[src/pis_pkg.sv]
// Shared constants and types for the power-on init sequencer.
// Assumes a single 100 MHz clock; the PARK_CYC, SETTLE_CYC and FILTER_CYC counts below are in cycles of it.
package pis_pkg;
	localparam int CLK_PERIOD_NS   = 10;
	localparam int PARK_TIME_NS    = 20000;
	localparam int PARK_CYC        = (PARK_TIME_NS + CLK_PERIOD_NS - 1) / CLK_PERIOD_NS;
	localparam int SETTLE_TIME_NS  = 1000;
	localparam int SETTLE_CYC      = (SETTLE_TIME_NS + CLK_PERIOD_NS - 1) / CLK_PERIOD_NS;
	localparam int FILTER_TIME_NS  = 150;
	localparam int FILTER_CYC      = FILTER_TIME_NS / CLK_PERIOD_NS;
	localparam int SPI_DIV         = 4;
	localparam int HDR_BITS        = 32;
	localparam int CFG_BYTES       = 16;
	localparam int CFG_AW          = 4;
	localparam int LAST_BIT        = HDR_BITS + CFG_BYTES * 8 - 1;
	localparam logic [7:0]  FLASH_READ_CMD = 8'h03;
	localparam logic [23:0] FLASH_CFG_ADDR = 24'h000000;
	localparam int CFG_LIGHT_LSB   = 0;

	typedef enum logic [3:0] {
		S_RESET, S_PLL, S_FLASH, S_CFG, S_OFF, S_PWRUP, S_PROJ, S_PARK
	} pis_state_t;

	typedef struct packed {
		logic [1:0] light_sel;
		logic       light_oe;
		logic       flash_clk;
		logic       flash_out;
		logic       flash_cs_n;
		logic       flash_oe;
		logic       host_irq;
		logic       host_irq_oe;
	} pis_pins_t;

	typedef struct packed {
		pis_state_t        st;
		pis_pins_t         pins;
		logic [11:0]       cnt;
		logic [1:0]        div;
		logic [7:0]        bits;
		logic [31:0]       shift;
		logic [7:0]        rx;
		logic              mem_we;
		logic [CFG_AW-1:0] mem_addr;
		logic              pll_en;
		logic              power_en;
		logic              image_en;
		logic              park_req;
		logic              low_power;
		logic [3:0]        filt;
	} pis_regs_t;

	localparam pis_regs_t REGS_RST = '0;
endpackage

[src/pis_cfg_mem.sv]
// Small store for configuration bytes loaded from the serial flash.
// Assumes one writer and one reader sharing the same address.
`timescale 1ns/1ps
module pis_cfg_mem (
	input  wire logic                       clk,
	input  wire logic                       rst,
	input  wire logic                       we,
	input  wire logic [pis_pkg::CFG_AW-1:0] addr,
	input  wire logic [7:0]                 wdata,
	output logic      [7:0]                 rdata
);
	logic [7:0] mem [pis_pkg::CFG_BYTES];

	always_ff @(posedge clk) begin
		if (we) begin
			mem[addr] <= wdata;
		end
		// Registered read keeps the output timing clean
		if (rst) begin
			rdata <= 8'h00;
		end else begin
			rdata <= mem[addr];
		end
	end
endmodule

[src/pis_top.sv]
// Power-on init sequencer: reset hold, PLL lock, flash config load, on/off and mirror park.
// Assumes inputs synchronous to CLK; the pad ring resolves levels from the _OE outputs.
//
// Notes on behaviour
// RULE1: Power request high powers the projection path up and starts imaging.
// RULE2: Power request low powers down and enters the microwatt standby state.
// RULE3: Outside monitor holds system reset until supplies, park warning and clocks settle.
// RULE4: During system reset outputs sit inactive; shared pins are left as inputs.
// RULE5: During reset light select and flash pins are tri-stated.
// RULE6: After reset, wait for PLL lock, then read configuration from flash.
// RULE7: Losing core power tri-states all host-facing outputs.
// RULE8: Host interrupt is driven high right after reset release.
// RULE9: Host interrupt is driven low once initialization completes.
// RULE10: Host issues no bus commands until host interrupt has gone low.
// RULE11: Park warning arrives 40 us early, clock and reset kept meanwhile.
// RULE12: Falling power request parks the mirrors before power is removed.
`timescale 1ns/1ps
module pis_top (
	input  wire logic       CLK,
	input  wire logic       RST,
	input  wire logic       SYSTEM_RESET_N,
	input  wire logic       PROJECTOR_POWER_REQUEST,
	input  wire logic       FAST_SHUTDOWN_WARNING_N,
	input  wire logic       CORE_POWER_GOOD,
	input  wire logic       PLL_LOCKED,
	input  wire logic       FLASH_SERIAL_IN,
	output logic            PLL_ENABLE,
	output logic            HOST_IRQ,
	output logic            HOST_IRQ_OE,
	output logic            LIGHT_SOURCE_SELECT_0,
	output logic            LIGHT_SOURCE_SELECT_1,
	output logic            LIGHT_SOURCE_OE,
	output logic            FLASH_SERIAL_CLOCK,
	output logic            FLASH_SERIAL_OUT,
	output logic            FLASH_CHIP_SELECT_N,
	output logic            FLASH_OE,
	output logic            PROJECTION_POWER_EN,
	output logic            IMAGE_ENABLE,
	output logic            MIRROR_PARK,
	output logic            LOW_POWER_MODE
);
	pis_pkg::pis_regs_t r_q;
	pis_pkg::pis_regs_t r_d;
	logic [7:0]         mem_rdata;
	logic               park_now;
	logic               tick;
	logic [7:0]         data_bit;

	pis_cfg_mem i_pis_cfg_mem (
		.clk   (CLK),
		.rst   (RST),
		.we    (r_q.mem_we),
		.addr  (r_q.mem_addr),
		.wdata (r_q.rx),
		.rdata (mem_rdata)
	);

	// Glitch filter: short dips on the warning line are ignored
	assign park_now = (r_q.filt == 4'(pis_pkg::FILTER_CYC));
	assign tick     = (r_q.div == 2'(pis_pkg::SPI_DIV - 1));
	assign data_bit = r_q.bits - 8'(pis_pkg::HDR_BITS);

	always_comb begin
		r_d        = r_q;
		r_d.mem_we = 1'b0;
		if (FAST_SHUTDOWN_WARNING_N) begin
			r_d.filt = 4'h0;
		end else if (!park_now) begin
			r_d.filt = r_q.filt + 4'h1;
		end
		unique case (r_q.st)
			pis_pkg::S_RESET: begin
				r_d.st               = pis_pkg::S_PLL;
				r_d.pll_en           = 1'b1;
				r_d.pins.host_irq    = 1'b1; // [RULE8]
				r_d.pins.host_irq_oe = 1'b1; // [RULE8]
				// Deselect before the flash pins are ever enabled
				r_d.pins.flash_cs_n  = 1'b1; // [RULE6]
			end
			pis_pkg::S_PLL: begin
				// Flash is touched only once the PLL reports lock
				if (PLL_LOCKED) begin // [RULE6]
					r_d.st              = pis_pkg::S_FLASH;
					r_d.pins.flash_cs_n = 1'b0;
					r_d.pins.flash_oe   = 1'b1;
					r_d.pins.flash_clk  = 1'b0;
					r_d.shift           = {pis_pkg::FLASH_READ_CMD, pis_pkg::FLASH_CFG_ADDR};
					r_d.pins.flash_out  = pis_pkg::FLASH_READ_CMD[7];
					r_d.bits            = 8'h00;
					r_d.div             = 2'h0;
				end
			end
			pis_pkg::S_FLASH: begin
				r_d.div = tick ? 2'h0 : r_q.div + 2'h1;
				if (tick && !r_q.pins.flash_clk) begin
					r_d.pins.flash_clk = 1'b1;
					if (r_q.bits >= 8'(pis_pkg::HDR_BITS)) begin
						r_d.rx = {r_q.rx[6:0], FLASH_SERIAL_IN};
					end
				end else if (tick) begin
					r_d.pins.flash_clk = 1'b0;
					r_d.shift          = {r_q.shift[30:0], 1'b0};
					r_d.pins.flash_out = r_q.shift[30];
					r_d.bits           = r_q.bits + 8'h1;
					if (r_q.bits >= 8'(pis_pkg::HDR_BITS) && data_bit[2:0] == 3'h7) begin
						r_d.mem_we   = 1'b1;
						r_d.mem_addr = data_bit[2+pis_pkg::CFG_AW:3];
					end
					if (r_q.bits == 8'(pis_pkg::LAST_BIT)) begin
						r_d.st              = pis_pkg::S_CFG;
						r_d.pins.flash_cs_n = 1'b1;
						r_d.pins.flash_out  = 1'b0;
						r_d.cnt             = 12'h000;
					end
				end
			end
			pis_pkg::S_CFG: begin
				// Memory read is registered behind a registered address
				r_d.mem_addr = '0;
				r_d.cnt      = r_q.cnt + 12'h001;
				if (r_q.cnt == 12'h002) begin
					r_d.pins.light_sel = mem_rdata[pis_pkg::CFG_LIGHT_LSB +: 2];
					r_d.pins.light_oe  = 1'b1;
					r_d.pins.host_irq  = 1'b0; // [RULE9]
					r_d.st             = pis_pkg::S_OFF;
					r_d.low_power      = 1'b1;
				end
			end
			pis_pkg::S_OFF: begin
				// Start also needs the filtered warning (park_now) to be clear
				if (PROJECTOR_POWER_REQUEST && !park_now) begin // [RULE1]
					r_d.st        = pis_pkg::S_PWRUP;
					r_d.power_en  = 1'b1;
					r_d.low_power = 1'b0;
					r_d.cnt       = 12'h000;
				end
			end
			pis_pkg::S_PWRUP, pis_pkg::S_PROJ: begin
				r_d.cnt = r_q.cnt + 12'h001;
				if (!PROJECTOR_POWER_REQUEST || park_now) begin // [RULE12] [RULE11]
					r_d.st       = pis_pkg::S_PARK;
					r_d.image_en = 1'b0;
					r_d.park_req = 1'b1;
					r_d.cnt      = 12'h000;
				end else if (r_q.st == pis_pkg::S_PWRUP && r_q.cnt == 12'(pis_pkg::SETTLE_CYC - 1)) begin
					r_d.st       = pis_pkg::S_PROJ;
					r_d.image_en = 1'b1; // [RULE1]
				end
			end
			pis_pkg::S_PARK: begin
				r_d.cnt = r_q.cnt + 12'h001;
				// Park time fits well inside the 40 us warning window
				if (r_q.cnt == 12'(pis_pkg::PARK_CYC - 1)) begin
					r_d.st        = pis_pkg::S_OFF;
					r_d.park_req  = 1'b0;
					r_d.power_en  = 1'b0; // [RULE2]
					r_d.low_power = 1'b1; // [RULE2]
				end
			end
		endcase
		if (!SYSTEM_RESET_N) begin
			r_d      = pis_pkg::REGS_RST; // [RULE4] [RULE5]
			r_d.filt = r_q.filt;
		end
		if (!CORE_POWER_GOOD) begin
			r_d.pins.host_irq_oe = 1'b0; // [RULE7]
			r_d.pins.light_oe    = 1'b0; // [RULE7]
			r_d.pins.flash_oe    = 1'b0; // [RULE7]
		end
	end

	always_ff @(posedge CLK) begin
		if (RST) begin
			r_q <= pis_pkg::REGS_RST;
		end else begin
			r_q <= r_d;
		end
	end

	assign PLL_ENABLE            = r_q.pll_en;
	assign HOST_IRQ              = r_q.pins.host_irq;
	assign HOST_IRQ_OE           = r_q.pins.host_irq_oe;
	assign LIGHT_SOURCE_SELECT_0 = r_q.pins.light_sel[0];
	assign LIGHT_SOURCE_SELECT_1 = r_q.pins.light_sel[1];
	assign LIGHT_SOURCE_OE       = r_q.pins.light_oe;
	assign FLASH_SERIAL_CLOCK    = r_q.pins.flash_clk;
	assign FLASH_SERIAL_OUT      = r_q.pins.flash_out;
	assign FLASH_CHIP_SELECT_N   = r_q.pins.flash_cs_n;
	assign FLASH_OE              = r_q.pins.flash_oe;
	assign PROJECTION_POWER_EN   = r_q.power_en;
	assign IMAGE_ENABLE          = r_q.image_en;
	assign MIRROR_PARK           = r_q.park_req;
	assign LOW_POWER_MODE        = r_q.low_power;
endmodule

[config.mk]
export PLATFORM = sky130hd
export DESIGN_NAME = pis_top
export DESIGN_NICKNAME = d
export VERILOG_FILES = /design/src/pis_pkg.sv /design/src/pis_cfg_mem.sv /design/src/pis_top.sv
export SDC_FILE = /design/constraint.sdc
export NUM_CORES = 1
export LEC_CHECK = 0
export BUFFER_PORTS_ARGS = -buffer_cell sky130_fd_sc_hd__buf_2
export CAP_MARGIN = 20
export CORE_ASPECT_RATIO = 1.4
export CORE_MARGIN = 8
export CORE_UTILIZATION = 40
export DETAILED_ROUTE_END_ITERATION = 6
export PLACE_DENSITY = 0.57
export SYNTH_ARGS = -nofsm -noshare
export SYNTH_HDL_FRONTEND = slang
export SYNTH_SLANG_ARGS = --single-unit
[constraint.sdc]
create_clock -name CLK -period 2.6 [get_ports CLK]
set_input_delay 0.13 -clock CLK [delete_from_list [all_inputs] [get_ports CLK]]
set_output_delay 0.13 -clock CLK [all_outputs]
set_load 0.005 [all_outputs]
==> out/metrics.yaml <==
outcome:
  status: "finished, final reports clean"
finish:
  finalNonFillerCells: 542
  syn_to_layout_area_delta_pct: 14.5
  n_antenna_cell: 0
  most_common_library_cell_in_the_layout_ignoring_fill_and_taps: "sky130_fd_sc_hd__dfxtp_1"
  post_route_cells_drive_above_1_share: 0.165
  post_route_utilization: 0.468
  final.fill_count: 954
  num-nets-final: 418
  mostFrequentLayoutCells: "59 x sky130_fd_sc_hd__dfxtp_1, 55 x sky130_fd_sc_hd__nor2_1, 32 x sky130_fd_sc_hd__edfxtp_1"
synthesis:
  synth_compound_gate_area_share: 0.104
  synth.ff_latch_count: 91
  synthDistinctLibCells: 57
  count_of_flip_flops_with_a_built_in_enable_after_synthesis: 32
  synth-async-reset-ratio: 0
  yosys.area_share.simple: 0.203
  portion_of_netlist_area_occupied_by_mux_cells: 0.0779
  synthesis.nets: 394
  syn_area_um2: 4050
  synth.yosys.warnings: 0
  top_ff_cell_synth: "sky130_fd_sc_hd__dfxtp_1"
  synthesis.instances: 378
  yosysSeqAreaShare: 0.529
  synthesis.area_per_instance_um2: 10.7
  synth-xor-area-share: 0.0346
  synth_adder_area_share: 0.0247
  synth_top_family_by_area: "simple AND/OR/NAND/NOR gates"
power_and_ir_drop:
  power.total_mw: 2.92
  power_leakage_nw: 1.63
  power.ir.vdd_worst_v: 0.000373
  power_density_nw_per_um2: 629
cts:
  ctsResizeCount: 0
  holdBufCountCts: 0
  cts_h_tree_lvls: 3
  cts.sinks: 91
  number_of_setup_buffers_added_after_cts: 0
  clock_path_buffers: 2
  cts_tree: "built"
  tritoncts.num_buffers: 9
  clk-insertion-delay-late_ps: 340
  clk_pin_slew_ps: 70
  cts-root-buf: "sky130_fd_sc_hd__clkbuf_16"
critical_path:
  cp.required_ps: 2820
  worst_path_largest_cell_delay_ps: 790
  worst_setup_path_start_kind: "flop"
  worst-path-buf-inv: 0
  crit_slowest_cell: "sky130_fd_sc_hd__a2111oi_0"
  cp_top_family: "compound AO/OA/AOI/OAI gates"
  crit_type: "reg2reg"
  timing.reg2reg.worst_path_depth: 5
  cp_data_arrival_time_ps: 2390
  cp_num_cells: 5
  critical_path.endpoint_type: "flop"
  critical_path.max_fanout: 14
  critical_path.cell_chain: "nand3b_1, a2111oi_0, nand3_1, xor2_1, nor2_1"
worst_hold_path:
  class_of_the_tightest_hold_or_removal_check: "in2reg"
  worst_hold_path.num_cells: 3
timing:
  clock-skew-final_ps: 5.74
  rsz0062_at_grt: "no"
  final_period_minus_worst_setup_slack_ps: 2170
  tightest_slew_ps: 853
  slew-limit-headroom: 0.417
  max_fclk_mhz: 461
  timing.final.hold_violations: 0
  timing.final.max_slew_violations: 0
  setup_tns_ps: 0
  period_share: 0.834
  setup_viol: 0
floorplan:
  fp-row-count: 43
  starting_utilization_of_the_core_area: 0.409
  die_w_um: 101
  fp.coreArea_um2: 9900
  fp.dieH_um: 135
  dieArea_um2: 13600
  boundaryPins: 22
route:
  wl_per_cell_um: 15.8
  drt_wl_total_um: 8540
  ant_nets: 0
  drc: 0
  dr.first_iter.drc_count: 85
  drt_first_pass_iters: 4
  post_drt_via_cell_ratio: 5.30
  detailroute.via_count: 2871
flow_run:
  maxcap_violations: 0
global_route:
  grt_antenna_before_repair: 0
  grt_pass1_vias: 2929
  grt_util_all_layers: 0.134
  grt.overflow.total: 0
  grt_start_max_net_pins: 21
  global_route_wire_length_before_repair_um: 14300
placed_design:
  place_congestion: 0.799
  buffer_ports.inserted: 21
  dp_hpwl_um: 6340
  placed_cells_incl_taps: 526
-- flip-flops by register name, summed over array words and instances (netlist names) --
register,count
r_q,43
i_pis_cfg_mem.mem,32
i_pis_cfg_mem.rdata,2
FLASH_CHIP_SELECT_N,1
FLASH_OE,1
FLASH_SERIAL_CLOCK,1
FLASH_SERIAL_OUT,1
HOST_IRQ,1
HOST_IRQ_OE,1
IMAGE_ENABLE,1
LIGHT_SOURCE_OE,1
LIGHT_SOURCE_SELECT_0,1
LIGHT_SOURCE_SELECT_1,1
LOW_POWER_MODE,1
MIRROR_PARK,1
PLL_ENABLE,1
PROJECTION_POWER_EN,1
-- synth_stat cells, drive strengths merged, types with 2 or more instances --
cell type,instances,area share
o31ai,2,0.0037
nand2b,7,0.011
or2,3,0.0046
or3,5,0.0090
and4,2,0.0043
nor2b,6,0.0093
a31oi,2,0.0031
nor2,55,0.051
nor4b,2,0.0043
a311oi,2,0.0043
nand3b,5,0.0093
o21a,2,0.0037
and3,2,0.0031
o221a,2,0.0056
nand2,25,0.023
mux4,10,0.056
a21oi,16,0.020
edfxtp,32,0.24
buf,8,0.0090
mux2i,9,0.022
xor2,14,0.030
nor3,14,0.017
o21ai,8,0.0099
nand4b,3,0.0065
nand4,2,0.0031
and3b,3,0.0068
inv,7,0.0065
o211ai,2,0.0037
a22o,7,0.015
dfxtp,59,0.29
ha,8,0.025
nor4,2,0.0031
clkbuf,11,0.010
xnor2,2,0.0043
a211oi,3,0.0087
o41ai,2,0.0090
and2,2,0.0031
nand3,20,0.025
-- power breakdown --
part / switching (mW) / leakage, nW / internal, mW
combinational: 0.0599 / 0.692 / 0.0380
clock: 0.573 / 0.145 / 0.760
sequential: 0.0124 / 0.795 / 1.47
total: 0.645 / 1.63 / 2.27
-- logic make-up (layout without fill, tap and decap cells) --
kind of cell | Yosys count | after routing
AND/OR/NAND/NOR | 162 | 162
flip-flops | 91 | 91
AO/OA/AOI/OAI | 56 | 56
buffers and inverters | 26 | 55
multiplexers | 19 | 19
XOR/XNOR | 16 | 16
adder cells (fa/ha/maj) | 8 | 8
-- final cells by class --
cell class | instances | area, um^2 | area share
repair buffers | 32 | 188 | 0.0405
well taps | 135 | 169 | 0.0365
multi-input cells | 261 | 1800 | 0.389
inverters | 7 | 26.3 | 0.00567
clock inverters | 7 | 82.6 | 0.0178
clock buffers | 9 | 225 | 0.0486
flip-flops and latches | 91 | 2140 | 0.462
-- routing by layer --
layer	share of wire	track usage
met5	0	0
met4	0.021	0.0599
met3	0.021	0.0335
met2	0.54	0.248
met1	0.41	0.138
-- stage by stage --
stage	setup WS [ps]	area, um^2	hold slack (ps)
3_5_place_dp	480	4330	390
2_1_floorplan	557	4050	202
5_1_grt	353	4630	53.9
6_report	433	4630	35.6
4_1_cts	467	4630	30.5
3_3_place_gp	520	4330	370
-- path summary, 6_finish.rpt --
check	from	end	slack, ps
max reg2reg	r_q[85]	r_q[61]	430
min	FLASH_SERIAL_IN	r_q[14]	40
max	r_q[85]	r_q[61]	430
min reg2reg	FLASH_OE	FLASH_OE	450
-- worst min-delay path, stage by stage --
cell and delay (ps):
sky130_fd_sc_hd__buf_2 80, sky130_fd_sc_hd__mux2i_1 60, sky130_fd_sc_hd__nor2_1 70
No activity file was read; power rests on OpenSTA's default activity.
